<file path="src/tws_regs.svh">
// Purpose: offsets, reset values, status codes and divisors
// Assumes: byte addresses on a 32-bit avalon slave
// Notes:   definitions only
`ifndef TWS_REGS_SVH
`define TWS_REGS_SVH

`define TWS_AW          5
`define TWS_OFS_CTL     5'h00
`define TWS_OFS_STAT    5'h04
`define TWS_OFS_DAT     5'h08
`define TWS_OFS_OWN     5'h0C

`define TWS_CTL_RST     8'h00
`define TWS_OWN_RST     8'h00
`define TWS_DAT_RST     8'h00
`define TWS_GC_ADDR     8'h00

`define TWS_ST_NONE     8'hF8
`define TWS_ST_START    8'h08
`define TWS_ST_RSTART   8'h10
`define TWS_ST_AW_ACK   8'h18
`define TWS_ST_AW_NACK  8'h20
`define TWS_ST_DT_ACK   8'h28
`define TWS_ST_DT_NACK  8'h30
`define TWS_ST_ARB      8'h38
`define TWS_ST_AR_ACK   8'h40
`define TWS_ST_AR_NACK  8'h48
`define TWS_ST_DR_ACK   8'h50
`define TWS_ST_DR_NACK  8'h58
`define TWS_ST_SW       8'h60
`define TWS_ST_SW_ARB   8'h68
`define TWS_ST_GC       8'h70
`define TWS_ST_GC_ARB   8'h78
`define TWS_ST_SD_ACK   8'h80
`define TWS_ST_SD_NACK  8'h88
`define TWS_ST_GD_ACK   8'h90
`define TWS_ST_GD_NACK  8'h98

`define TWS_BIT_LAST    4'h8

`define TWS_DIV_0       12'h100
`define TWS_DIV_1       12'h0E0
`define TWS_DIV_2       12'h0C0
`define TWS_DIV_3       12'h0A0
`define TWS_DIV_4       12'h3C0
`define TWS_DIV_5       12'h078
`define TWS_DIV_6       12'h03C

`endif

</file>
<file path="src/tws_pkg.sv">
// Purpose: shared types of the two-wire serial unit
// Assumes: nothing
// Notes:   control layout matches the control register bits 7..0
package tws_pkg;

	typedef struct packed {
		logic cr2;
		logic en;
		logic start_request;
		logic stop_request;
		logic si;
		logic aa;
		logic cr1;
		logic cr0;
	} tws_ctl_t;

	typedef struct packed {
		logic scl;
		logic sda;
		logic rise;
		logic fall;
		logic start;
		logic stop;
	} tws_ev_t;

	typedef enum logic [2:0] {
		S_IDLE   = 3'h0,
		S_START  = 3'h1,
		S_HOLD   = 3'h3,
		S_BYTE   = 3'h2,
		S_STOP   = 3'h6,
		S_RSTART = 3'h7
	} tws_state_t;

endpackage : tws_pkg

</file>
<file path="src/tws_pin_sync.sv">
// Purpose: synchronise scl/sda and find edges, start and stop
// Assumes: pins idle high
// Notes:   events lag the pins by two clocks
`timescale 1ns/1ps
module tws_pin_sync (
	input  wire logic         clk_sys_i,
	input  wire logic         rst_i,
	input  wire logic         ce_i,
	input  wire logic         scl_i,
	input  wire logic         sda_i,
	output tws_pkg::tws_ev_t  ev_o
);
	logic [1:0] scl_ff_r;
	logic [1:0] sda_ff_r;
	logic       scl_d_r;
	logic       sda_d_r;

	always_ff @(posedge clk_sys_i)
	begin
		if (rst_i)
		begin
			scl_ff_r <= 2'h3;
			sda_ff_r <= 2'h3;
			scl_d_r  <= 1'b1;
			sda_d_r  <= 1'b1;
		end
		else if (ce_i)
		begin
			scl_ff_r <= {scl_ff_r[0], scl_i};
			sda_ff_r <= {sda_ff_r[0], sda_i};
			scl_d_r  <= scl_ff_r[1];
			sda_d_r  <= sda_ff_r[1];
		end
	end

	// only the second stage and its delayed copy feed logic
	assign ev_o.scl   = scl_ff_r[1];
	assign ev_o.sda   = sda_ff_r[1];
	assign ev_o.rise  = scl_ff_r[1] & ~scl_d_r;
	assign ev_o.fall  = ~scl_ff_r[1] & scl_d_r;
	assign ev_o.start = scl_ff_r[1] & scl_d_r & sda_d_r & ~sda_ff_r[1];
	assign ev_o.stop  = scl_ff_r[1] & scl_d_r & ~sda_d_r & sda_ff_r[1];

endmodule : tws_pin_sync

</file>
<file path="src/tws_rate_gen.sv">
// Purpose: half-bit tick for master scl generation
// Assumes: OSC_CLKS system clocks per oscillator period
// Notes:   select 7 uses TMR_DIV in place of the timer reload
`timescale 1ns/1ps
`include "tws_regs.svh"
module tws_rate_gen #(
	parameter int unsigned OSC_CLKS = 1,
	parameter int unsigned TMR_DIV  = 96
) (
	input  wire logic       clk_sys_i,
	input  wire logic       rst_i,
	input  wire logic       ce_i,
	input  wire logic       run_i,
	input  wire logic [2:0] sel_i,
	output logic            tick_o
);
	logic [15:0] cnt_r;
	wire  [15:0] half;

	function automatic logic [11:0] div_of(input logic [2:0] sel);
		case (sel)
			3'h0:    div_of = `TWS_DIV_0;
			3'h1:    div_of = `TWS_DIV_1;
			3'h2:    div_of = `TWS_DIV_2;
			3'h3:    div_of = `TWS_DIV_3;
			3'h4:    div_of = `TWS_DIV_4;
			3'h5:    div_of = `TWS_DIV_5;
			3'h6:    div_of = `TWS_DIV_6;
			default: div_of = 12'(TMR_DIV);
		endcase
	endfunction : div_of

	assign half = 16'((32'(div_of(sel_i)) * OSC_CLKS) >> 1);

	always_ff @(posedge clk_sys_i)
	begin
		if (rst_i | (ce_i & ~run_i))
		begin
			cnt_r  <= 16'h0000;
			tick_o <= 1'b0;
		end
		else if (ce_i)
		begin
			tick_o <= (cnt_r >= half - 16'h0001);
			cnt_r  <= (cnt_r >= half - 16'h0001) ? 16'h0000
			                                      : cnt_r + 16'h0001;
		end
	end

endmodule : tws_rate_gen

</file>
<file path="src/tws_core.sv">
// Purpose: two-wire serial unit, slave receiver and master transmitter/receiver
// Assumes: avalon-mm slave with waitrequest, open-drain scl/sda pins
// Notes:   slave transmitter is not provided; own address + read is
//          left unacknowledged
`timescale 1ns/1ps
`include "tws_regs.svh"

// Notes on behaviour
// - own address bits 7..1 are the seven-bit slave address
// - own address bit 0 enables answering general call 00H
// - bit-rate selection is used only while acting as master
// - nothing runs unless the interface enable bit is one
// - slave reception starts only on own address with write bit or on general call
// - after own address plus write, flag set with valid status
// - arbitration lost then addressed for write gives 68H or 78H
// - acknowledge cleared gives not-acknowledge after next data byte
// - acknowledge cleared ignores addresses; bus still watched
// - at 08H loaded address is sent and acknowledge sampled
// - at 10H address plus read switches to master receiving
// - address sent gives 18H/20H, data sent gives 28H/30H
// - at 18H-30H plain flag clear sends loaded byte
// - at 18H-30H flag clear with start gives repeated start
// - at 18H-30H flag clear with stop sends stop, clears stop bit
// - start and stop together: stop then start, stop bit cleared
// - arbitration loss reports 38H; plain clear releases the bus
// - at 38H clear with start waits for free bus then starts
// - bus transfer stays suspended while the flag is set
// - status read-only, low three bits zero, F8H when idle
// - status follows the flag one clock later, both ways
module tws_core #(
	parameter int unsigned OSC_CLKS = 1,
	parameter int unsigned TMR_DIV  = 96
) (
	input  wire logic                clk_sys_i,
	input  wire logic                rst_i,
	input  wire logic                ce_i,
	input  wire logic [`TWS_AW-1:0]  avs_address_i,
	input  wire logic                avs_read_i,
	input  wire logic                avs_write_i,
	input  wire logic [31:0]         avs_writedata_i,
	input  wire logic [3:0]          avs_byteenable_i,
	output logic      [31:0]         avs_readdata_o,
	output logic                     avs_waitrequest_o,
	input  wire logic                scl_i,
	output logic                     scl_o,
	output logic                     scl_oe_n_o,
	input  wire logic                sda_i,
	output logic                     sda_o,
	output logic                     sda_oe_n_o
);
	tws_pkg::tws_ctl_t   ctl_r;
	tws_pkg::tws_ctl_t   ctl_sw;
	tws_pkg::tws_ctl_t   ctl_nxt;
	tws_pkg::tws_ctl_t   wctl;
	tws_pkg::tws_ev_t    ev;
	tws_pkg::tws_state_t st_r;

	logic [7:0] own_r;
	logic [7:0] dat_r;
	logic [7:0] code_r;
	logic [7:0] stat_r;
	logic [3:0] cnt_r;
	logic       ph_r;
	logic       master_r;
	logic       xmit_r;
	logic       addr_ph_r;
	logic       slave_r;
	logic       gc_r;
	logic       arb_r;
	logic       ack_r;
	logic       rs_r;
	logic       busy_r;
	logic       si_set_r;
	logic       sto_clr_r;
	logic       lvl_r;
	logic       tick;

	// status code once a ninth bit has been clocked
	function automatic logic [7:0] done_code(
		input logic m,
		input logic ap,
		input logic xm,
		input logic dir,
		input logic ack,
		input logic gc,
		input logic arb,
		input logic ackg
	);
		if (m & ap)
			done_code = dir ? (ack ? `TWS_ST_AR_ACK : `TWS_ST_AR_NACK)
			                : (ack ? `TWS_ST_AW_ACK : `TWS_ST_AW_NACK);
		else if (m)
			done_code = xm ? (ack ? `TWS_ST_DT_ACK : `TWS_ST_DT_NACK)
			               : (ackg ? `TWS_ST_DR_ACK : `TWS_ST_DR_NACK);
		else if (ap)
			done_code = gc ? (arb ? `TWS_ST_GC_ARB : `TWS_ST_GC)
			               : (arb ? `TWS_ST_SW_ARB : `TWS_ST_SW);
		else
			done_code = gc ? (ackg ? `TWS_ST_GD_ACK : `TWS_ST_GD_NACK)
			               : (ackg ? `TWS_ST_SD_ACK : `TWS_ST_SD_NACK);
	endfunction : done_code

	tws_pin_sync u_sync (
		.clk_sys_i (clk_sys_i),
		.rst_i     (rst_i),
		.ce_i      (ce_i),
		.scl_i     (scl_i),
		.sda_i     (sda_i),
		.ev_o      (ev)
	);

	// divider idles unless master, so slave timing ignores it
	tws_rate_gen #(
		.OSC_CLKS (OSC_CLKS),
		.TMR_DIV  (TMR_DIV)
	) u_rate (
		.clk_sys_i (clk_sys_i),
		.rst_i     (rst_i),
		.ce_i      (ce_i),
		.run_i     (master_r),
		.sel_i     ({ctl_r.cr2, ctl_r.cr1, ctl_r.cr0}),
		.tick_o    (tick)
	);

	// bus decode; a request is taken in its second cycle
	wire       req     = avs_read_i | avs_write_i;
	wire       acc     = req & ~avs_waitrequest_o;
	wire       wr      = acc & avs_write_i & avs_byteenable_i[0];
	wire [7:0] wd      = avs_writedata_i[7:0];
	wire       sel_ctl = avs_address_i == `TWS_OFS_CTL;
	wire       sel_st  = avs_address_i == `TWS_OFS_STAT;
	wire       sel_dat = avs_address_i == `TWS_OFS_DAT;
	wire       sel_own = avs_address_i == `TWS_OFS_OWN;
	wire       ctl_wr  = wr & sel_ctl;
	wire       dat_wr  = wr & sel_dat;
	wire       own_wr  = wr & sel_own;
	wire [7:0] rd_mux  = sel_ctl ? ctl_r :
	                     sel_st  ? stat_r :
	                     sel_dat ? dat_r :
	                     sel_own ? own_r : 8'h00;

	assign wctl = wd;

	// stored start/stop bits act once the flag is low; a master waits
	// for its own scl low so that sda never moves while scl is high
	wire resume = (st_r == tws_pkg::S_HOLD) & ~ctl_r.si & ~si_set_r &
	              (~master_r | ~scl_oe_n_o);

	// hardware set wins over a same-cycle software clear
	wire si_nxt = si_set_r | (ctl_r.si & ~(ctl_wr & ~wctl.si));

	assign ctl_sw  = ctl_wr ? wctl : ctl_r;
	assign ctl_nxt = {ctl_sw.cr2, ctl_sw.en, ctl_sw.start_request,
	                  ctl_sw.stop_request & ~sto_clr_r, si_nxt,
	                  ctl_sw.aa, ctl_sw.cr1, ctl_sw.cr0};

	// address match on the byte held after eight shifts
	wire own_hit = (dat_r[7:1] == own_r[7:1]) & ~dat_r[0];
	wire gc_hit  = (dat_r == `TWS_GC_ADDR) & own_r[0];
	wire addr_ok = ctl_r.aa & (own_hit | gc_hit);
	wire last    = cnt_r == `TWS_BIT_LAST;
	wire sda_rel_low = sda_oe_n_o;
	wire lost    = master_r & xmit_r & sda_rel_low & ~ev.sda & ~last;
	wire is_sc   = (code_r == `TWS_ST_START) | (code_r == `TWS_ST_RSTART);
	wire slv_end = code_r[7] & code_r[3];

	always_ff @(posedge clk_sys_i)
	begin
		if (rst_i)
		begin
			avs_waitrequest_o <= 1'b1;
			avs_readdata_o    <= 32'h0000_0000;
			ctl_r             <= `TWS_CTL_RST;
			own_r             <= `TWS_OWN_RST;
			stat_r            <= `TWS_ST_NONE;
			lvl_r             <= 1'b0;
		end
		else if (ce_i)
		begin
			avs_waitrequest_o <= ~(req & avs_waitrequest_o);
			avs_readdata_o    <= {24'h00_0000, rd_mux};
			ctl_r             <= ctl_nxt;
			own_r             <= own_wr ? wd : own_r;
			// low three bits forced zero; idle code while flag low
			stat_r <= ctl_r.si ? {code_r[7:3], 3'h0}
			                   : `TWS_ST_NONE;
		end
	end

	assign scl_o = lvl_r;
	assign sda_o = lvl_r;

	always_ff @(posedge clk_sys_i)
	begin
		if (rst_i)
		begin
			st_r       <= tws_pkg::S_IDLE;
			dat_r      <= `TWS_DAT_RST;
			code_r     <= `TWS_ST_NONE;
			cnt_r      <= 4'h0;
			ph_r       <= 1'b0;
			master_r   <= 1'b0;
			xmit_r     <= 1'b0;
			addr_ph_r  <= 1'b0;
			slave_r    <= 1'b0;
			gc_r       <= 1'b0;
			arb_r      <= 1'b0;
			ack_r      <= 1'b0;
			rs_r       <= 1'b0;
			busy_r     <= 1'b0;
			si_set_r   <= 1'b0;
			sto_clr_r  <= 1'b0;
			scl_oe_n_o <= 1'b1;
			sda_oe_n_o <= 1'b1;
		end
		else if (ce_i)
		begin
			si_set_r  <= 1'b0;
			sto_clr_r <= 1'b0;
			if (dat_wr)
				dat_r <= wd;
			if (ev.start)
				busy_r <= 1'b1;
			else if (ev.stop)
				busy_r <= 1'b0;
			if (~ctl_r.en)
			begin
				// disabled: off the bus, no flags
				st_r       <= tws_pkg::S_IDLE;
				master_r   <= 1'b0;
				slave_r    <= 1'b0;
				scl_oe_n_o <= 1'b1;
				sda_oe_n_o <= 1'b1;
			end
			else
			case (st_r)
			tws_pkg::S_IDLE:
				// pending start waits for a free bus
				if (ctl_r.start_request & ~busy_r & ~ctl_r.si)
				begin
					master_r   <= 1'b1;
					rs_r       <= 1'b0;
					arb_r      <= 1'b0;
					sda_oe_n_o <= 1'b0;
					st_r       <= tws_pkg::S_START;
				end
				else if (ev.start)
				begin
					st_r      <= tws_pkg::S_BYTE;
					cnt_r     <= 4'h0;
					addr_ph_r <= 1'b1;
					slave_r   <= 1'b0;
					arb_r     <= 1'b0;
					xmit_r    <= 1'b0;
				end
			tws_pkg::S_START:
				if (tick)
				begin
					scl_oe_n_o <= 1'b0;
					code_r     <= rs_r ? `TWS_ST_RSTART : `TWS_ST_START;
					si_set_r   <= 1'b1;
					st_r       <= tws_pkg::S_HOLD;
				end
			tws_pkg::S_RSTART:
				if (~ph_r & tick)
				begin
					scl_oe_n_o <= 1'b1;
					ph_r       <= 1'b1;
				end
				else if (ph_r & tick & ev.scl)
				begin
					sda_oe_n_o <= 1'b0;
					rs_r       <= 1'b1;
					st_r       <= tws_pkg::S_START;
				end
			tws_pkg::S_STOP:
				if (~ph_r & tick)
				begin
					scl_oe_n_o <= 1'b1;
					ph_r       <= 1'b1;
				end
				else if (ph_r & tick & ev.scl)
				begin
					// sta left set runs a fresh start once free
					sda_oe_n_o <= 1'b1;
					master_r   <= 1'b0;
					sto_clr_r  <= 1'b1;
					st_r       <= tws_pkg::S_IDLE;
				end
			tws_pkg::S_HOLD:
			begin
				// scl kept low until the flag clears
				if (master_r & tick & scl_oe_n_o & ev.scl)
					scl_oe_n_o <= 1'b0;
				if (ev.fall)
				begin
					sda_oe_n_o <= 1'b1;
					if (~master_r)
						scl_oe_n_o <= 1'b0;
				end
				if (resume)
				begin
					ph_r  <= 1'b0;
					cnt_r <= 4'h0;
					if (is_sc)
					begin
						addr_ph_r  <= 1'b1;
						xmit_r     <= 1'b1;
						sda_oe_n_o <= dat_r[7];
						st_r       <= tws_pkg::S_BYTE;
					end
					else if (code_r == `TWS_ST_ARB)
					begin
						// leaving the bus: the stretch must go too
						scl_oe_n_o <= 1'b1;
						st_r       <= tws_pkg::S_IDLE;
					end
					else if (~master_r & slv_end)
					begin
						scl_oe_n_o <= 1'b1;
						slave_r    <= 1'b0;
						st_r       <= tws_pkg::S_IDLE;
					end
					else if (~master_r)
					begin
						addr_ph_r  <= 1'b0;
						scl_oe_n_o <= 1'b1;
						st_r       <= tws_pkg::S_BYTE;
					end
					else if (ctl_r.stop_request)
					begin
						sda_oe_n_o <= 1'b0;
						st_r       <= tws_pkg::S_STOP;
					end
					else if (ctl_r.start_request)
					begin
						sda_oe_n_o <= 1'b1;
						st_r       <= tws_pkg::S_RSTART;
					end
					else
					begin
						addr_ph_r  <= 1'b0;
						sda_oe_n_o <= ~xmit_r | dat_r[7];
						st_r       <= tws_pkg::S_BYTE;
					end
				end
			end
			tws_pkg::S_BYTE:
			begin
				if (master_r & tick)
					scl_oe_n_o <= ~scl_oe_n_o | ~ev.scl;
				if (ev.rise & lost)
				begin
					// drop to listener; this byte still decodes
					master_r   <= 1'b0;
					arb_r      <= 1'b1;
					scl_oe_n_o <= 1'b1;
					sda_oe_n_o <= 1'b1;
				end
				if (ev.rise & ~last)
				begin
					dat_r <= {dat_r[6:0], ev.sda};
					cnt_r <= cnt_r + 4'h1;
				end
				else if (ev.rise & (master_r | slave_r))
				begin
					code_r <= done_code(master_r, addr_ph_r, xmit_r,
					                    dat_r[0], ~ev.sda, gc_r,
					                    arb_r, ack_r);
					si_set_r <= 1'b1;
					st_r     <= tws_pkg::S_HOLD;
					if (master_r & addr_ph_r)
						xmit_r <= ~dat_r[0];
				end
				else if (ev.rise & arb_r)
				begin
					code_r   <= `TWS_ST_ARB;
					si_set_r <= 1'b1;
					st_r     <= tws_pkg::S_HOLD;
				end
				else if (ev.rise)
					st_r <= tws_pkg::S_IDLE;
				if (ev.fall & ~last)
					sda_oe_n_o <= ~(master_r & xmit_r) | dat_r[7];
				else if (ev.fall & master_r)
				begin
					ack_r      <= ~xmit_r & ctl_r.aa;
					sda_oe_n_o <= xmit_r | ~ctl_r.aa;
				end
				else if (ev.fall & addr_ph_r & addr_ok)
				begin
					slave_r    <= 1'b1;
					gc_r       <= gc_hit & ~own_hit;
					ack_r      <= 1'b1;
					sda_oe_n_o <= 1'b0;
				end
				else if (ev.fall & ~addr_ph_r & slave_r)
				begin
					ack_r      <= ctl_r.aa;
					sda_oe_n_o <= ~ctl_r.aa;
				end
				if (~master_r & ev.stop)
				begin
					slave_r <= 1'b0;
					st_r    <= tws_pkg::S_IDLE;
				end
				else if (~master_r & ev.start)
				begin
					cnt_r     <= 4'h0;
					addr_ph_r <= 1'b1;
					slave_r   <= 1'b0;
				end
			end
			default:
				st_r <= tws_pkg::S_IDLE;
			endcase
		end
	end

endmodule : tws_core

</file>
<file path="config.mk">
export PLATFORM = sky130hd
export DESIGN_NAME = tws_core
export DESIGN_NICKNAME = d
export VERILOG_FILES = /design/src/tws_pkg.sv /design/src/tws_pin_sync.sv /design/src/tws_rate_gen.sv /design/src/tws_core.sv
export VERILOG_INCLUDE_DIRS = /design/src
export SDC_FILE = /design/constraint.sdc
export NUM_CORES = 1
export LEC_CHECK = 0
export ABC_AREA = 1
export BUFFER_PORTS_ARGS = -buffer_cell sky130_fd_sc_hd__buf_2
export CORE_MARGIN = 3
export CORE_UTILIZATION = 54
export DETAILED_ROUTE_END_ITERATION = 7
export PLACE_DENSITY = 0.76
export SETUP_SLACK_MARGIN = 0.05
export SLEW_MARGIN = 0
export SYNTH_ARGS = -nofsm -noshare
export SYNTH_HDL_FRONTEND = slang
export SYNTH_SLANG_ARGS = --single-unit
export TNS_END_PERCENT = 30
</file>
<file path="constraint.sdc">
create_clock -name clk_sys_i -period 3.3 [get_ports clk_sys_i]
set_input_delay 0.33 -clock clk_sys_i [delete_from_list [all_inputs] [get_ports clk_sys_i]]
set_output_delay 0.33 -clock clk_sys_i [all_outputs]
set_load 0.1 [all_outputs]
</file>
==> metrics.cfg <==
[route]
dr_total_vias=5368
first_pass_iters=5
drc=0
antenna_left=0
drt_iter0_markers=387
postRouteWirelength_um=14300
post_drt_wl_per_cell_um=14.9
vias_per_cell=5.56

[cells_and_area]
nFillCells=960
drive_gt1_share_pct=12.0
multi_input_area_um2=3190
syn_to_final_growth_pct=6.69
regArea_um2=1740
fin_util_pct=59.5
layout.nets=898
antenna_cells=0

[setup_path]
regToRegStartpoint=ctl_r[7]
timing.rr.end=u_rate.cnt_r[12]
cp.arrival_ns=2.38
rr_worst_depth=11
rrSetupSlack_ns=1.16
crit_fanout=14
cpPeakStageDelay_ns=0.43
critPathLaunchType=flop
slowest_stage=dfxtp_1
path_class=reg2reg
worstPathRequired_ns=3.54
crit_path_end_kind=flop
crit_chain=inv_1, nor3_1, ha_1, a21oi_1, o21a_1, o211ai_1, nand2_1, nand2_1, nand2_1, nand2_1, nor2_1
cpMostUsedCell=nand2_1

[hold_path]
hold_path_end=u_sync.sda_ff_r[0]
min_from=sda_i
hold_path_class=in2reg
hold_depth=3

[yosys]
syn_area_per_cell_um2=6.86
synth_flop_cell=dfxtp_1
postSynth.asyncResetShare_pct=0
yosys_warnings=0
ys_seq_area_share_pct=31.8
ys_seq_elements=87
netlist_instances=798
synth_edf_count=0
ys_types=51
synth_area_um2=5480

[floorplan]
num_rows=36
die_w_um=107
die_area_um2=11400
ioPinCount=85
start_util_pct=55.8
core-area_um2=9820
die_y_um=107

[sta]
slew_headroom_pct=57.1
tns_ns=0
maxSlewViolCount=0
tightest_slew_ns=0.642
fmax_mhz=467
hold_violations=0
setup-violations-final=0
rsz0062_at_grt=no
fin_skew_ns=0.00979
period_minus_slack_ns=2.14
post-route-period-util_pct=64.9

[place]
portBuffers=31
hpwl_um=10900
place_congestion=0.926

[clock_network]
root_buffer=clkbuf_8
cts_resized=0
cts_num_sinks=87
clk_latency_ns=0.36
cts_buffers=9
htree_levels=3
cts_setup_buffers=0
cts_tree=yes
clk_pin_slew_ns=0.09
ctsHoldBuffers=0
clockBufferDepth=2

[power_and_ir_drop]
p_leak_nw=2.44
ir_drop_v=0.000227
power_density_nw_per_um2=372

[global_routing]
grt_max_degree=36
first_global_vias=5005
grt_overflow=0
grt_pass1_wl_um=23700
track_usage_pct=25.7
antenna_found_initial=0

[job]
maxCapViolations=0

[outcome]
outcome=finished clean

[area by class of cell]
cell class,count,area share (%)
clock buffers,10,2.35
clock inverters,4,0.814
inverters,98,6.36
multi-input cells,598,54.5
flip-flops and latches,87,29.8
well taps,133,2.85
repair buffers,36,3.30
[cells by family after synthesis]
| family | count (synthesis) | share of synthesized area [%] |
|---|---|---|
| xor+xnor | 13 | 2.08 |
| compound gates | 193 | 20.5 |
| fa+ha+maj | 20 | 4.57 |
| buf+inv | 145 | 12.2 |
| mux | 1 | 0.183 |
| other cells | 2 | 0.137 |
| simple gates | 337 | 28.5 |
| flops | 87 | 31.8 |
[report_power, final]
| part | internal, mW | leakage [nW] | switching (mW) |
|---|---|---|---|
| clock | 0.360 | 0.0940 | 0.383 |
| combinational | 0.0555 | 1.64 | 0.292 |
| sequential | 1.06 | 0.705 | 0.0171 |
[per-stage QoR]
step / hold slack [ns] / power [mW] / setup WS (ns) / instances / cell area (um^2)
after floorplan: 0.429 / 1.41 / 1.26 / 830 / 5600
after global placement: 0.438 / 1.45 / 1.15 / 952 / 5660
after detailed placement: 0.446 / 1.45 / 1.12 / 952 / 5660
after CTS: 0.167 / 2.18 / 1.12 / 966 / 5840
after global routing: 0.187 / 2.25 / 0.842 / 966 / 5840
final: 0.178 / 2.17 / 1.16 / 966 / 5840
[critical path, delay by kind of cell (launching register included)]
family / cells / cell delay, ns
AND/OR/NAND/NOR: 6 / 0.89
flip-flops: 1 / 0.43
adder cells (fa/ha/maj): 1 / 0.16
buffers and inverters: 1 / 0.12
AO/OA/AOI/OAI: 3 / 0.41
[flip-flops by register name, indices dropped and copies added (netlist names), 4 cells and up]
name / count
u_rate.cnt_r: 16
own_r: 8
code_r: 5
cnt_r: 4
ctl_r: 8
avs_readdata_o: 8
stat_r: 5
dat_r: 8
[worst max-delay path by stage]
| stage | startpoint | to | slack [ns] |
|---|---|---|---|
| final | ctl_r[7] | u_rate.cnt_r[12] | 1.16 |
| after detailed placement | ctl_r[7] | u_rate.cnt_r[12] | 1.12 |
| after floorplan | avs_waitrequest_o | dat_r[1] | 1.26 |
| after CTS | ctl_r[7] | u_rate.cnt_r[12] | 1.12 |
| after global routing | ctl_r[7] | u_rate.cnt_r[13] | 0.84 |
| after global placement | ctl_r[7] | u_rate.cnt_r[12] | 1.15 |
[cell usage after synthesis, types with 3 or more instances]
cell type  count  share of area (%)
inv_1         86                5.9
nand3_2        5               0.91
nand2_1      160                 11
buf_4         28                3.8
nand2_2        6               0.69
nor3_1        18                1.6
inv_2          8               0.55
or2_2          3               0.34
nor2_2         4               0.46
nand3_1       35                3.2
nor2_1        77                5.3
nor2_4         7                1.4
a21oi_1       72                6.6
nand4_1       11                1.3
xnor2_1        5               0.80
a31oi_1        6               0.69
ha_1          20                4.6
xor2_1         8                1.3
clkbuf_1      10               0.69
o211ai_1      14                1.9
buf_2          7               0.64
o2111ai_1      6               0.96
o31ai_1        4               0.55
a211oi_1       3               0.41
nor3_2         4               0.73
o21ai_1        6               0.55
dfxtp_1       87                 32
o21ai_0       55                5.0
o22ai_1       15                1.7
[layout by cell type (no fill, tap or decap), drive strengths merged, types with 3 or more instances in the layout]
| cell | Yosys | layout |
|---|---|---|
| nand2 | 168 | 168 |
| inv | 95 | 95 |
| nor2 | 89 | 89 |
| dfxtp | 87 | 87 |
| a21oi | 73 | 73 |
| o21ai | 62 | 62 |
| nand3 | 40 | 40 |
| buf | 37 | 36 |
| conb | 2 | 34 |
| nor3 | 23 | 23 |
| ha | 20 | 20 |
| o22ai | 15 | 15 |
| o211ai | 15 | 15 |
| nand4 | 12 | 12 |
| clkbuf | 10 | 10 |
| xor2 | 8 | 8 |
| a31oi | 6 | 6 |
| o2111ai | 6 | 6 |
| xnor2 | 5 | 5 |
| clkinv | 3 | 5 |
| o31ai | 4 | 4 |
| a211oi | 3 | 3 |
| or2 | 3 | 3 |
[per-layer routing]
layer / global-route usage, % / share of wire, % / up-vias / wire length, um
li1: - / - / 2676 / -
met1: 33.6 / 45 / 2486 / 6400
met2: 43.3 / 48 / 184 / 6830
met4: 9.86 / 2.0 / 0 / 286
met3: 3.19 / 5.8 / 22 / 830
met5: 0 / 0 / - / 0
(Power assumes the default switching activity.)
